`src/inc/sensor_status_defs.svh`:
```
// register layout, reset values and timing counts of the status block
// assumes a 20 MHz core clock; included by bare name
`ifndef SENSOR_STATUS_DEFS_SVH
`define SENSOR_STATUS_DEFS_SVH

`define STAT_BIT_LOW_RES 0
`define STAT_BIT_NO_RELOAD 1
`define STAT_BIT_HEATER 2
`define STAT_BIT_TEST 3
`define STAT_BIT_LOW_SUPPLY 6
`define STAT_RESET 8'h00
`define STAT_WRITE_MASK 8'h07
`define STAT_LOW_SUPPLY_RESET 1'b0
`define CLK_FREQ_MHZ 20
`define SOFT_RESET_WAIT_US 11000
`define SOFT_RESET_WAIT_CYC (`SOFT_RESET_WAIT_US * `CLK_FREQ_MHZ)

`endif

```
`src/inc/sensor_status_pkg.sv`:
```
// types shared by the status block
// assumes nothing beyond the defs header for numbers
package sensor_status_pkg;
    typedef logic [7:0] status_byte_t;
    // gray codes along idle -> reload -> convert
    typedef enum logic [1:0] {
        MEAS_IDLE = 2'b00,
        MEAS_RELOAD = 2'b01,
        MEAS_CONVERT = 2'b11
    } meas_state_t;
endpackage : sensor_status_pkg

```
`src/hdl/holdoff_timer.sv`:
```
// busy window that follows a soft reset
// assumes a one-cycle start pulse synchronous to clk
`timescale 1ns/1ps
module holdoff_timer #(
    parameter int CYCLES = 220000
) (
    input wire logic clk,
    input wire logic rst_b,
    input wire logic start,
    output logic busy
);
    localparam int W = $clog2(CYCLES + 1);
    logic [W-1:0] count_r;
    logic [W-1:0] count_nxt;
    logic busy_r;
    logic busy_nxt;

    // reload on start, otherwise count down to zero
    always_comb begin
        count_nxt = count_r;
        if (start) begin
            count_nxt = W'(CYCLES);
        end else if (count_r != '0) begin
            count_nxt = count_r - 1'b1;
        end
        busy_nxt = (count_nxt != '0);
    end

    always_ff @(posedge clk or negedge rst_b) begin
        if (!rst_b) begin
            count_r <= '0;
            busy_r <= 1'b0;
        end else begin
            count_r <= count_nxt;
            busy_r <= busy_nxt;
        end
    end

    assign busy = busy_r;
endmodule : holdoff_timer

```
`src/hdl/sensor_status_and_conversion.sv`:
```
// status and configuration register of the sensor, with measurement setup
// assumes a serial front end that decodes commands into one-cycle pulses
// Functional notes
// - a status read returns one byte; a status write takes one byte
// - bit 0 picks 12/14-bit (0) or 8/12-bit (1) humidity/temperature
// - bit 1 set skips calibration reload before each measurement
// - bit 2 turns the heater on until it is cleared
// - bit 6 flags low supply, updated only when a measurement completes
// - soft reset restores writable bits; commands wait 11 ms afterward
// - connection reset clears the interface only, register kept
`timescale 1ns/1ps
`include "sensor_status_defs.svh"
module sensor_status_and_conversion #(
    parameter int SOFT_RESET_CYCLES = `SOFT_RESET_WAIT_CYC
) (
    input wire logic clk,
    input wire logic rst_b,
    input wire logic cmd_status_write,
    input wire sensor_status_pkg::status_byte_t write_data,
    input wire logic cmd_status_read,
    output sensor_status_pkg::status_byte_t read_data,
    output logic read_valid,
    input wire logic cmd_soft_reset,
    input wire logic link_reset,
    input wire logic meas_start,
    input wire logic meas_done,
    input wire logic supply_low,
    output sensor_status_pkg::status_byte_t status_value,
    output logic heater_on,
    output logic meas_low_res,
    output logic reload_req,
    output logic meas_active,
    output logic cmd_busy
);
    import sensor_status_pkg::*;

    status_byte_t status_r;
    status_byte_t status_nxt;
    status_byte_t read_data_r;
    status_byte_t read_data_nxt;
    logic read_valid_r;
    logic read_valid_nxt;
    logic heater_r;
    logic heater_nxt;
    logic low_res_r;
    logic low_res_nxt;
    logic reload_r;
    logic reload_nxt;
    logic active_r;
    logic active_nxt;
    meas_state_t state_r;
    meas_state_t state_nxt;
    logic busy;
    logic wr_ok;
    logic rd_ok;
    logic start_ok;

    // keeps only the writable configuration bits of a byte
    function automatic status_byte_t writable(input status_byte_t b);
        writable = b & `STAT_WRITE_MASK;
    endfunction : writable

    // status writes, reads and measurement starts are ignored while the soft-reset wait runs; a new soft reset restarts it
    holdoff_timer #(
        .CYCLES(SOFT_RESET_CYCLES)
    ) u_holdoff (
        .clk(clk),
        .rst_b(rst_b),
        .start(cmd_soft_reset),
        .busy(busy)
    );

    assign wr_ok = cmd_status_write && !busy && !cmd_soft_reset;
    assign rd_ok = cmd_status_read && !busy && !cmd_soft_reset && !link_reset;
    assign start_ok = meas_start && !busy && !cmd_soft_reset;

    // register contents: writes, soft reset and low-supply refresh
    always_comb begin
        status_nxt = status_r;
        if (cmd_soft_reset) begin
            status_nxt = writable(`STAT_RESET) | (status_r & ~`STAT_WRITE_MASK);
        end else if (wr_ok) begin
            status_nxt = writable(write_data) | (status_r & ~`STAT_WRITE_MASK);
        end
        // link_reset deliberately leaves the register alone
        if (state_r == MEAS_CONVERT && meas_done) begin
            status_nxt[`STAT_BIT_LOW_SUPPLY] = supply_low;
        end
        heater_nxt = status_nxt[`STAT_BIT_HEATER];
    end

    // single byte read answer
    always_comb begin
        read_data_nxt = read_data_r;
        read_valid_nxt = 1'b0;
        if (rd_ok) begin
            read_data_nxt = status_r;
            read_valid_nxt = 1'b1;
        end
    end

    // measurement sequencing, settings frozen at start
    always_comb begin
        state_nxt = state_r;
        low_res_nxt = low_res_r;
        reload_nxt = 1'b0;
        case (state_r)
            MEAS_IDLE: begin
                if (start_ok) begin
                    low_res_nxt = status_r[`STAT_BIT_LOW_RES];
                    if (!status_r[`STAT_BIT_NO_RELOAD]) begin
                        state_nxt = MEAS_RELOAD;
                        reload_nxt = 1'b1;
                    end else begin
                        state_nxt = MEAS_CONVERT;
                    end
                end
            end
            MEAS_RELOAD: begin
                state_nxt = MEAS_CONVERT;
            end
            MEAS_CONVERT: begin
                if (meas_done) begin
                    state_nxt = MEAS_IDLE;
                end
            end
            default: begin
                state_nxt = MEAS_IDLE;
            end
        endcase
        if (cmd_soft_reset) begin
            state_nxt = MEAS_IDLE;
            reload_nxt = 1'b0;
        end
        active_nxt = (state_nxt != MEAS_IDLE);
    end

    always_ff @(posedge clk or negedge rst_b) begin
        if (!rst_b) begin
            status_r <= `STAT_RESET;
            read_data_r <= 8'h00;
            read_valid_r <= 1'b0;
            heater_r <= 1'b0;
            low_res_r <= 1'b0;
            reload_r <= 1'b0;
            active_r <= 1'b0;
            state_r <= MEAS_IDLE;
        end else begin
            status_r <= status_nxt;
            read_data_r <= read_data_nxt;
            read_valid_r <= read_valid_nxt;
            heater_r <= heater_nxt;
            low_res_r <= low_res_nxt;
            reload_r <= reload_nxt;
            active_r <= active_nxt;
            state_r <= state_nxt;
        end
    end

    // outputs straight from flops
    assign status_value = status_r;
    assign read_data = read_data_r;
    assign read_valid = read_valid_r;
    assign heater_on = heater_r;
    assign meas_low_res = low_res_r;
    assign reload_req = reload_r;
    assign meas_active = active_r;
    assign cmd_busy = busy;
endmodule : sensor_status_and_conversion

```
`config.mk`:
```
export PLATFORM = sky130hd
export DESIGN_NAME = sensor_status_and_conversion
export DESIGN_NICKNAME = d
export VERILOG_FILES = /design/src/inc/sensor_status_pkg.sv /design/src/hdl/holdoff_timer.sv /design/src/hdl/sensor_status_and_conversion.sv
export VERILOG_INCLUDE_DIRS = /design/src /design/src/inc
export SDC_FILE = /design/constraint.sdc
export NUM_CORES = 1
export LEC_CHECK = 0
export BUFFER_PORTS_ARGS = -buffer_cell sky130_fd_sc_hd__buf_4
export CORE_UTILIZATION = 35
export DETAILED_ROUTE_END_ITERATION = 10
export GPL_TIMING_DRIVEN = 0
export PLACE_DENSITY = 0.53
export SYNTH_ARGS = -nofsm -noshare
export SYNTH_HDL_FRONTEND = slang
export SYNTH_SLANG_ARGS = --single-unit
```
`constraint.sdc`:
```
create_clock -name clk -period 7 [get_ports clk]
set_input_delay 1.75 -clock clk [delete_from_list [all_inputs] [get_ports clk]]
set_output_delay 1.75 -clock clk [all_outputs]
set_load 0.1 [all_outputs]
```
* Word level (Yosys, flattened, before mapping)
Index checks and enable logic that the tools add are counted.
Widths: inputs -> output; s select.
** Cells by class
- $add $sub $neg :: 1
- Equal/unequal tests :: 3
- Multiplexer cells :: 15
- Bitwise operators :: 2
- Reduce and logical (&&, ||, !) cells :: 20
** Operators with widths (count)
- $mux 18 :: 2
- $reduce_bool 18->1 :: 2
- $sub 18x1->18 const B :: 1
- $mux 7 :: 2
- $logic_and 1x1->1 :: 8
- $mux 2 :: 4
- $or 3x8->8 :: 1
- $mux 1 :: 6
- $pmux 2 s3 :: 1
- $reduce_and 2->1 :: 3
- $reduce_bool 2->1 :: 3
- $logic_not 1->1 :: 3
- $eq 2x1->1 const B :: 1
- $eq 2x2->1 const B :: 1
- $logic_not 2->1 :: 1
- $ne 2x1->1 const B :: 1
- $not 1->1 :: 1
** Word-level totals
- Register bits :: 41
- Input port bits :: 17
- Output and inout bits :: 22

* Depth between registers and ports, before layout
- Word-level depth :: 7
- Depth in mapped cells :: 9
- Depth with buffers taken out :: 8

* Cells and area by module
Synthesis repeated with hierarchy kept, for this count alone.
** Second synthesis, totals
- Cells, all modules :: 183
- Area total of the unflattened synthesis :: 1829.3 um^2
** Modules (own cells, without submodules)
- holdoff_timer :: times used 1, cells each 135, area each 1198.6 um^2, seq. area each 475.5 um^2
- sensor_status_and_conversion :: times used 1, cells each 48, area each 630.6 um^2, seq. area each 350.3 um^2

* Least setup slack after synthesis
Ideal clock, no wire load.
- Path kind :: input -> register
- Start point :: in cmd_soft_reset
- End point :: reg u_holdoff.busy_r, in the netlist u_holdoff.busy
- Arrival :: 3094 ps
- Data required time :: 6862 ps
- Setup slack :: 3767 ps
- Stages on the path :: 4
- Path buffers :: 1
- Path through :: buf_4 > a211o_1 > or4_1 > or4_1
** On the way
- Cells in the longest elaborated chain, start to end :: 2
** Ends and longest elaborated chain
- from (decl) :: line sensor_status_and_conversion.sv:23 : input wire logic cmd_soft_reset,
- $mux 18 :: line holdoff_timer.sv:21 : if (start) begin
- named net u_holdoff.count_nxt[16] :: line holdoff_timer.sv:14 : logic [W-1:0] count_nxt;
- $reduce_bool 18->1 :: line holdoff_timer.sv:26 : busy_nxt = (count_nxt != '0);
- named net u_holdoff.busy_nxt :: line holdoff_timer.sv:16 : logic busy_nxt;
- to (signal assigned) :: line holdoff_timer.sv:35 : busy_r <= busy_nxt;
- to (decl) :: line holdoff_timer.sv:15 : logic busy_r;
The timed path passes the listed nets, and every way through them passes these cells.
A chain may end at the register's enable or synchronous reset.

* Worst setup path in the final report
- Start point :: in cmd_soft_reset
- End point :: reg read_data_r[1], in the netlist read_data[1]
** On the way
- Cells in the longest elaborated chain, start to end :: 3
** Ends and longest elaborated chain
- $logic_not 1->1 :: line sensor_status_and_conversion.sv:74 : assign rd_ok = cmd_status_read && !busy && !cmd_soft_reset && !link_reset;
- $logic_and 1x1->1 (2 in a row) :: line sensor_status_and_conversion.sv:74
- named net rd_ok :: line sensor_status_and_conversion.sv:55 : logic rd_ok;
- to (signal assigned) :: line sensor_status_and_conversion.sv:150 : read_data_r <= read_data_nxt;
- to (decl) :: line sensor_status_and_conversion.sv:39 : status_byte_t read_data_r;
The timed path passes the listed nets, and every way through them passes these cells.

==> results.md <==
| Item | Value | Unit |
| --- | --- | --- |
| Vias in the first global route | 1245 | - |
| Clock edge transition at the registers on the reported setup and hold paths | 0.07 | ns |
| Post-route clock skew | 0.00618 | ns |
| Max-Slew Margin vs Limit | 0.305 | - |
| Root cell of the clock tree | sky130_fd_sc_hd__clkbuf_8 | - |
| Floorplan Core Area | 0.00472 | sq mm |
| Final standard cell utilization of the core | 0.443 | - |
| DR DRC count | 0 | - |
| # clock sinks | 33 | - |
| Unique cell type count in the Yosys netlist | 42 | - |
| Min Tclk post-route | 3.04 | ns |
| Number of pins with negative max-slew slack in the final report | 0 | - |
| Cell internal pwr | 284 | uW |
| Antenna violations before repair | 0 | - |
| Vert. Die Dim | 72.0 | um |
| Dpl hpwl | 2810 | um |
| Register bit count reported by yosys | 33 | - |
| Comb pwr share | 0.147 | - |
| H-tree lvl count | 2 | - |
| Sort of element at the end of the critical path | flop | - |
| Cell Area, Synth | 0.00172 | sq mm |
| Initial detailed-routing violation count | 44 | - |
| Data required, critical path | 7.17 | ns |
| Post-layout worst setup margin | 3.96 | ns |
| Per-cell via count in the routed design | 4.86 | - |
| Hold Path Class | reg -> reg | - |
| Async S/R FF share, synth | 1.00 | - |
| Antenna Cells | 0 | - |
| Critical path launch point type | input port | - |
| Power per Cell Area | 195 | mW/mm^2 |
| Iteration count of the initial detailed-routing pass | 4 | - |
| Max Freq | 329 | MHz |
| Global-route congestion overflow total | 0 | - |
| Number of hold buffers added after cts | 0 | - |
| Wire per inst | 13.8 | um |
| Static leakage | 0.000920 | uW |
| RSZ-0062 raised after global routing | no | - |
| Critical path class | in -> reg | - |
| Outcome | finished clean | - |
| RD Place Congestion | 0.809 | - |
| Detailed-route via count | 1337 | - |
| Count of fill cells added during filler insertion | 467 | - |
| Number of core rows | 25 | - |
| Largest net degree at the start of global routing | 34 | - |
| Remaining antenna violation count | 0 | - |
| Final net count | 225 | - |
| Accumulated negative setup slack | 0 | ns |
| Global-route wire length before repair | 6270 | um |
| I/O pin cnt | 39 | - |
| Worst IR drop on VDD | 0.0878 | mV |
| Sw power | 123 | uW |
| All-Layer GR Usage | 0.162 | - |
| Sw frac | 0.302 | - |
| Post-Syn Instances | 169 | - |
| Post-Place Worst Slack | 3.63 | ns |
| Detailed Route WL | 3800 | um |
| Setup-violating endpoint count in the final report | 0 | - |
| Relative contribution of sequential cells to total power | 0.501 | - |
| Die Span X | 72.0 | um |
| Number of buffers inserted during clock tree synthesis | 5 | - |
| Signed area change from the synthesized netlist to the final layout | 21.9 | % |
| Total of cells resized after clock tree synthesis | 0 | - |
| Yosys top cell area share | 0.481 | - |
| Floorplan die area | 0.00519 | sq mm |
| Buffers on Ports | 24 | - |
| Number of max-cap violations | 0 | - |
| CTS tree | done | - |
| Number of hold-slack violations in the final timing report | 0 | - |
| Critical path fanouts, max | 10 | - |
| Ranking of synthesized cells by area | sky130_fd_sc_hd__dfrtp_1 (48%), sky130_fd_sc_hd__buf_4 (4.4%), sky130_fd_sc_hd__mux2_2 (3.9%), sky130_fd_sc_hd__nor2_1 (3.5%), sky130_fd_sc_hd__mux2i_1 (2.9%) | - |
| Leading cell type by number of instances after synthesis | sky130_fd_sc_hd__dfrtp_1 | - |
| DP Area | 0.00201 | sq mm |
| Final critical-path share of the clock period | 0.434 | - |
| Top flip-flop cell by instance count after synthesis | sky130_fd_sc_hd__dfrtp_1 | - |
| Cell type contributing the most total cell area after synthesis | sky130_fd_sc_hd__dfrtp_1 | - |
| Clock Latency Late Sink | 0.29 | ns |
| Maximum buffer depth of the clock tree | 2 | - |
| Post-CTS setup buffer count | 0 | - |
| Count of flip-flops with a built-in enable after synthesis | 0 | - |
| Arrival time of the worst setup path | 3.21 | ns |
| Fraction of layout cells with a size suffix above 1 | 0.284 | - |
| Mean instance size in the synthesized netlist | 10.2 | sq um |
| Fraction of power consumed by the clock network | 0.351 | - |
| Seq/Total Area, Yosys | 0.481 | - |
| Synthesis Warnings | 0 | - |
| Starting density of the core | 0.363 | - |
| Worst-Margin Slew | 1.03 | ns |
| Top cells by instance count after synthesis | sky130_fd_sc_hd__dfrtp_1 (33), sky130_fd_sc_hd__nor2_1 (16), sky130_fd_sc_hd__nand2_1 (13) | - |
| Fin area | 0.00209 | sq mm |
[through the flow]
step | power (uW) | hold WS (ns) | std cells
finish | 407 | 0.513 | 275
global route | 429 | 0.529 | 275
CTS | 413 | 0.517 | 275
detailed placement | 268 | 0.501 | 267
global placement | 267 | 0.492 | 267
floorplan | 252 | 0.520 | 176
[kinds of logic after synthesis]
| group | after synthesis | share of synthesized area |
|---|---|---|
| other | 1 | 0.00218 |
| AOI/OAI and AO/OA | 18 | 0.0641 |
| DFF | 33 | 0.481 |
| and+or+nand+nor | 82 | 0.279 |
| muxes | 11 | 0.0685 |
| buffers and inverters | 16 | 0.0620 |
| xor gates and xnor gates | 7 | 0.0357 |
| adders and majority gates | 1 | 0.00729 |
[flip-flops by register name, summed over array words and instances (netlist names)]
register,flops
meas_active,1
heater_on,1
state_r,2
read_data,4
read_valid,1
reload_req,1
u_holdoff.count_r,18
u_holdoff.busy,1
meas_low_res,1
status_value,3
[placed cells by master, fill, tap and decap left out, types with 5 or more instances in the layout]
cell                        n
sky130_fd_sc_hd__nor2_1    16
sky130_fd_sc_hd__mux2_2     6
sky130_fd_sc_hd__dfrtp_1   33
sky130_fd_sc_hd__buf_4     34
sky130_fd_sc_hd__nor3_1     6
sky130_fd_sc_hd__conb_1     8
sky130_fd_sc_hd__a21oi_1    8
sky130_fd_sc_hd__nand2_1   13
sky130_fd_sc_hd__clkbuf_8   5
sky130_fd_sc_hd__mux2i_1    5
sky130_fd_sc_hd__nand2b_1   7
sky130_fd_sc_hd__nor4_1     5
sky130_fd_sc_hd__nand3_1    5
[routing by layer]
| metal | GRT usage | vias up | part of all wire |
|---|---|---|---|
| met5 | 0 | - | 0 |
| met4 | 0.0610 | 0 | 0.011 |
| met3 | 0.0472 | 4 | 0.040 |
| met2 | 0.245 | 25 | 0.47 |
| met1 | 0.220 | 642 | 0.48 |
| li1 | - | 666 | - |
[worst max-delay path, stage by stage]
cell	delay, ns
sky130_fd_sc_hd__buf_4	0.15
sky130_fd_sc_hd__nor4b_1	0.90
sky130_fd_sc_hd__mux2_2	0.42
[cell type report]
cell class	instances	area (sq um)	area share
Sequential cell	33	826	0.395
Clock inverter	3	17.5	0.00837
Multi-Input combinational cell	127	811	0.387
Clock buffer	5	68.8	0.0329
Tap cell	67	83.8	0.0400
Buffer	14	98.8	0.0472
Timing Repair Buffer	24	180	0.0861
Inverter	2	7.51	0.00359
[path summary, 6_finish.rpt]
check                                startpoint                    to  slack [ns]  cells after the start
setup / recovery                 cmd_soft_reset          read_data[1]        3.96                      3
hold / removal                     read_data[6]          read_data[6]        0.51                      1
setup reg to reg           u_holdoff.count_r[4]        u_holdoff.busy        4.03                      7
hold reg to reg                    read_data[6]          read_data[6]        0.51                      1
max in group asynchronous                 rst_b          read_data[6]        5.31                      1
min in group asynchronous                 rst_b  u_holdoff.count_r[8]        1.39                      1
[power groups by stage]
stage	Combinational (uW)	Clock (uW)	Sequential, uW
after floorplan	46.3	0	206
after global placement	60.1	0	207
after detailed placement	60.5	0	208
after CTS	60.9	148	204
after global routing	66.2	158	205
final	60.1	143	204
No activity file was read; power rests on OpenSTA's default activity.
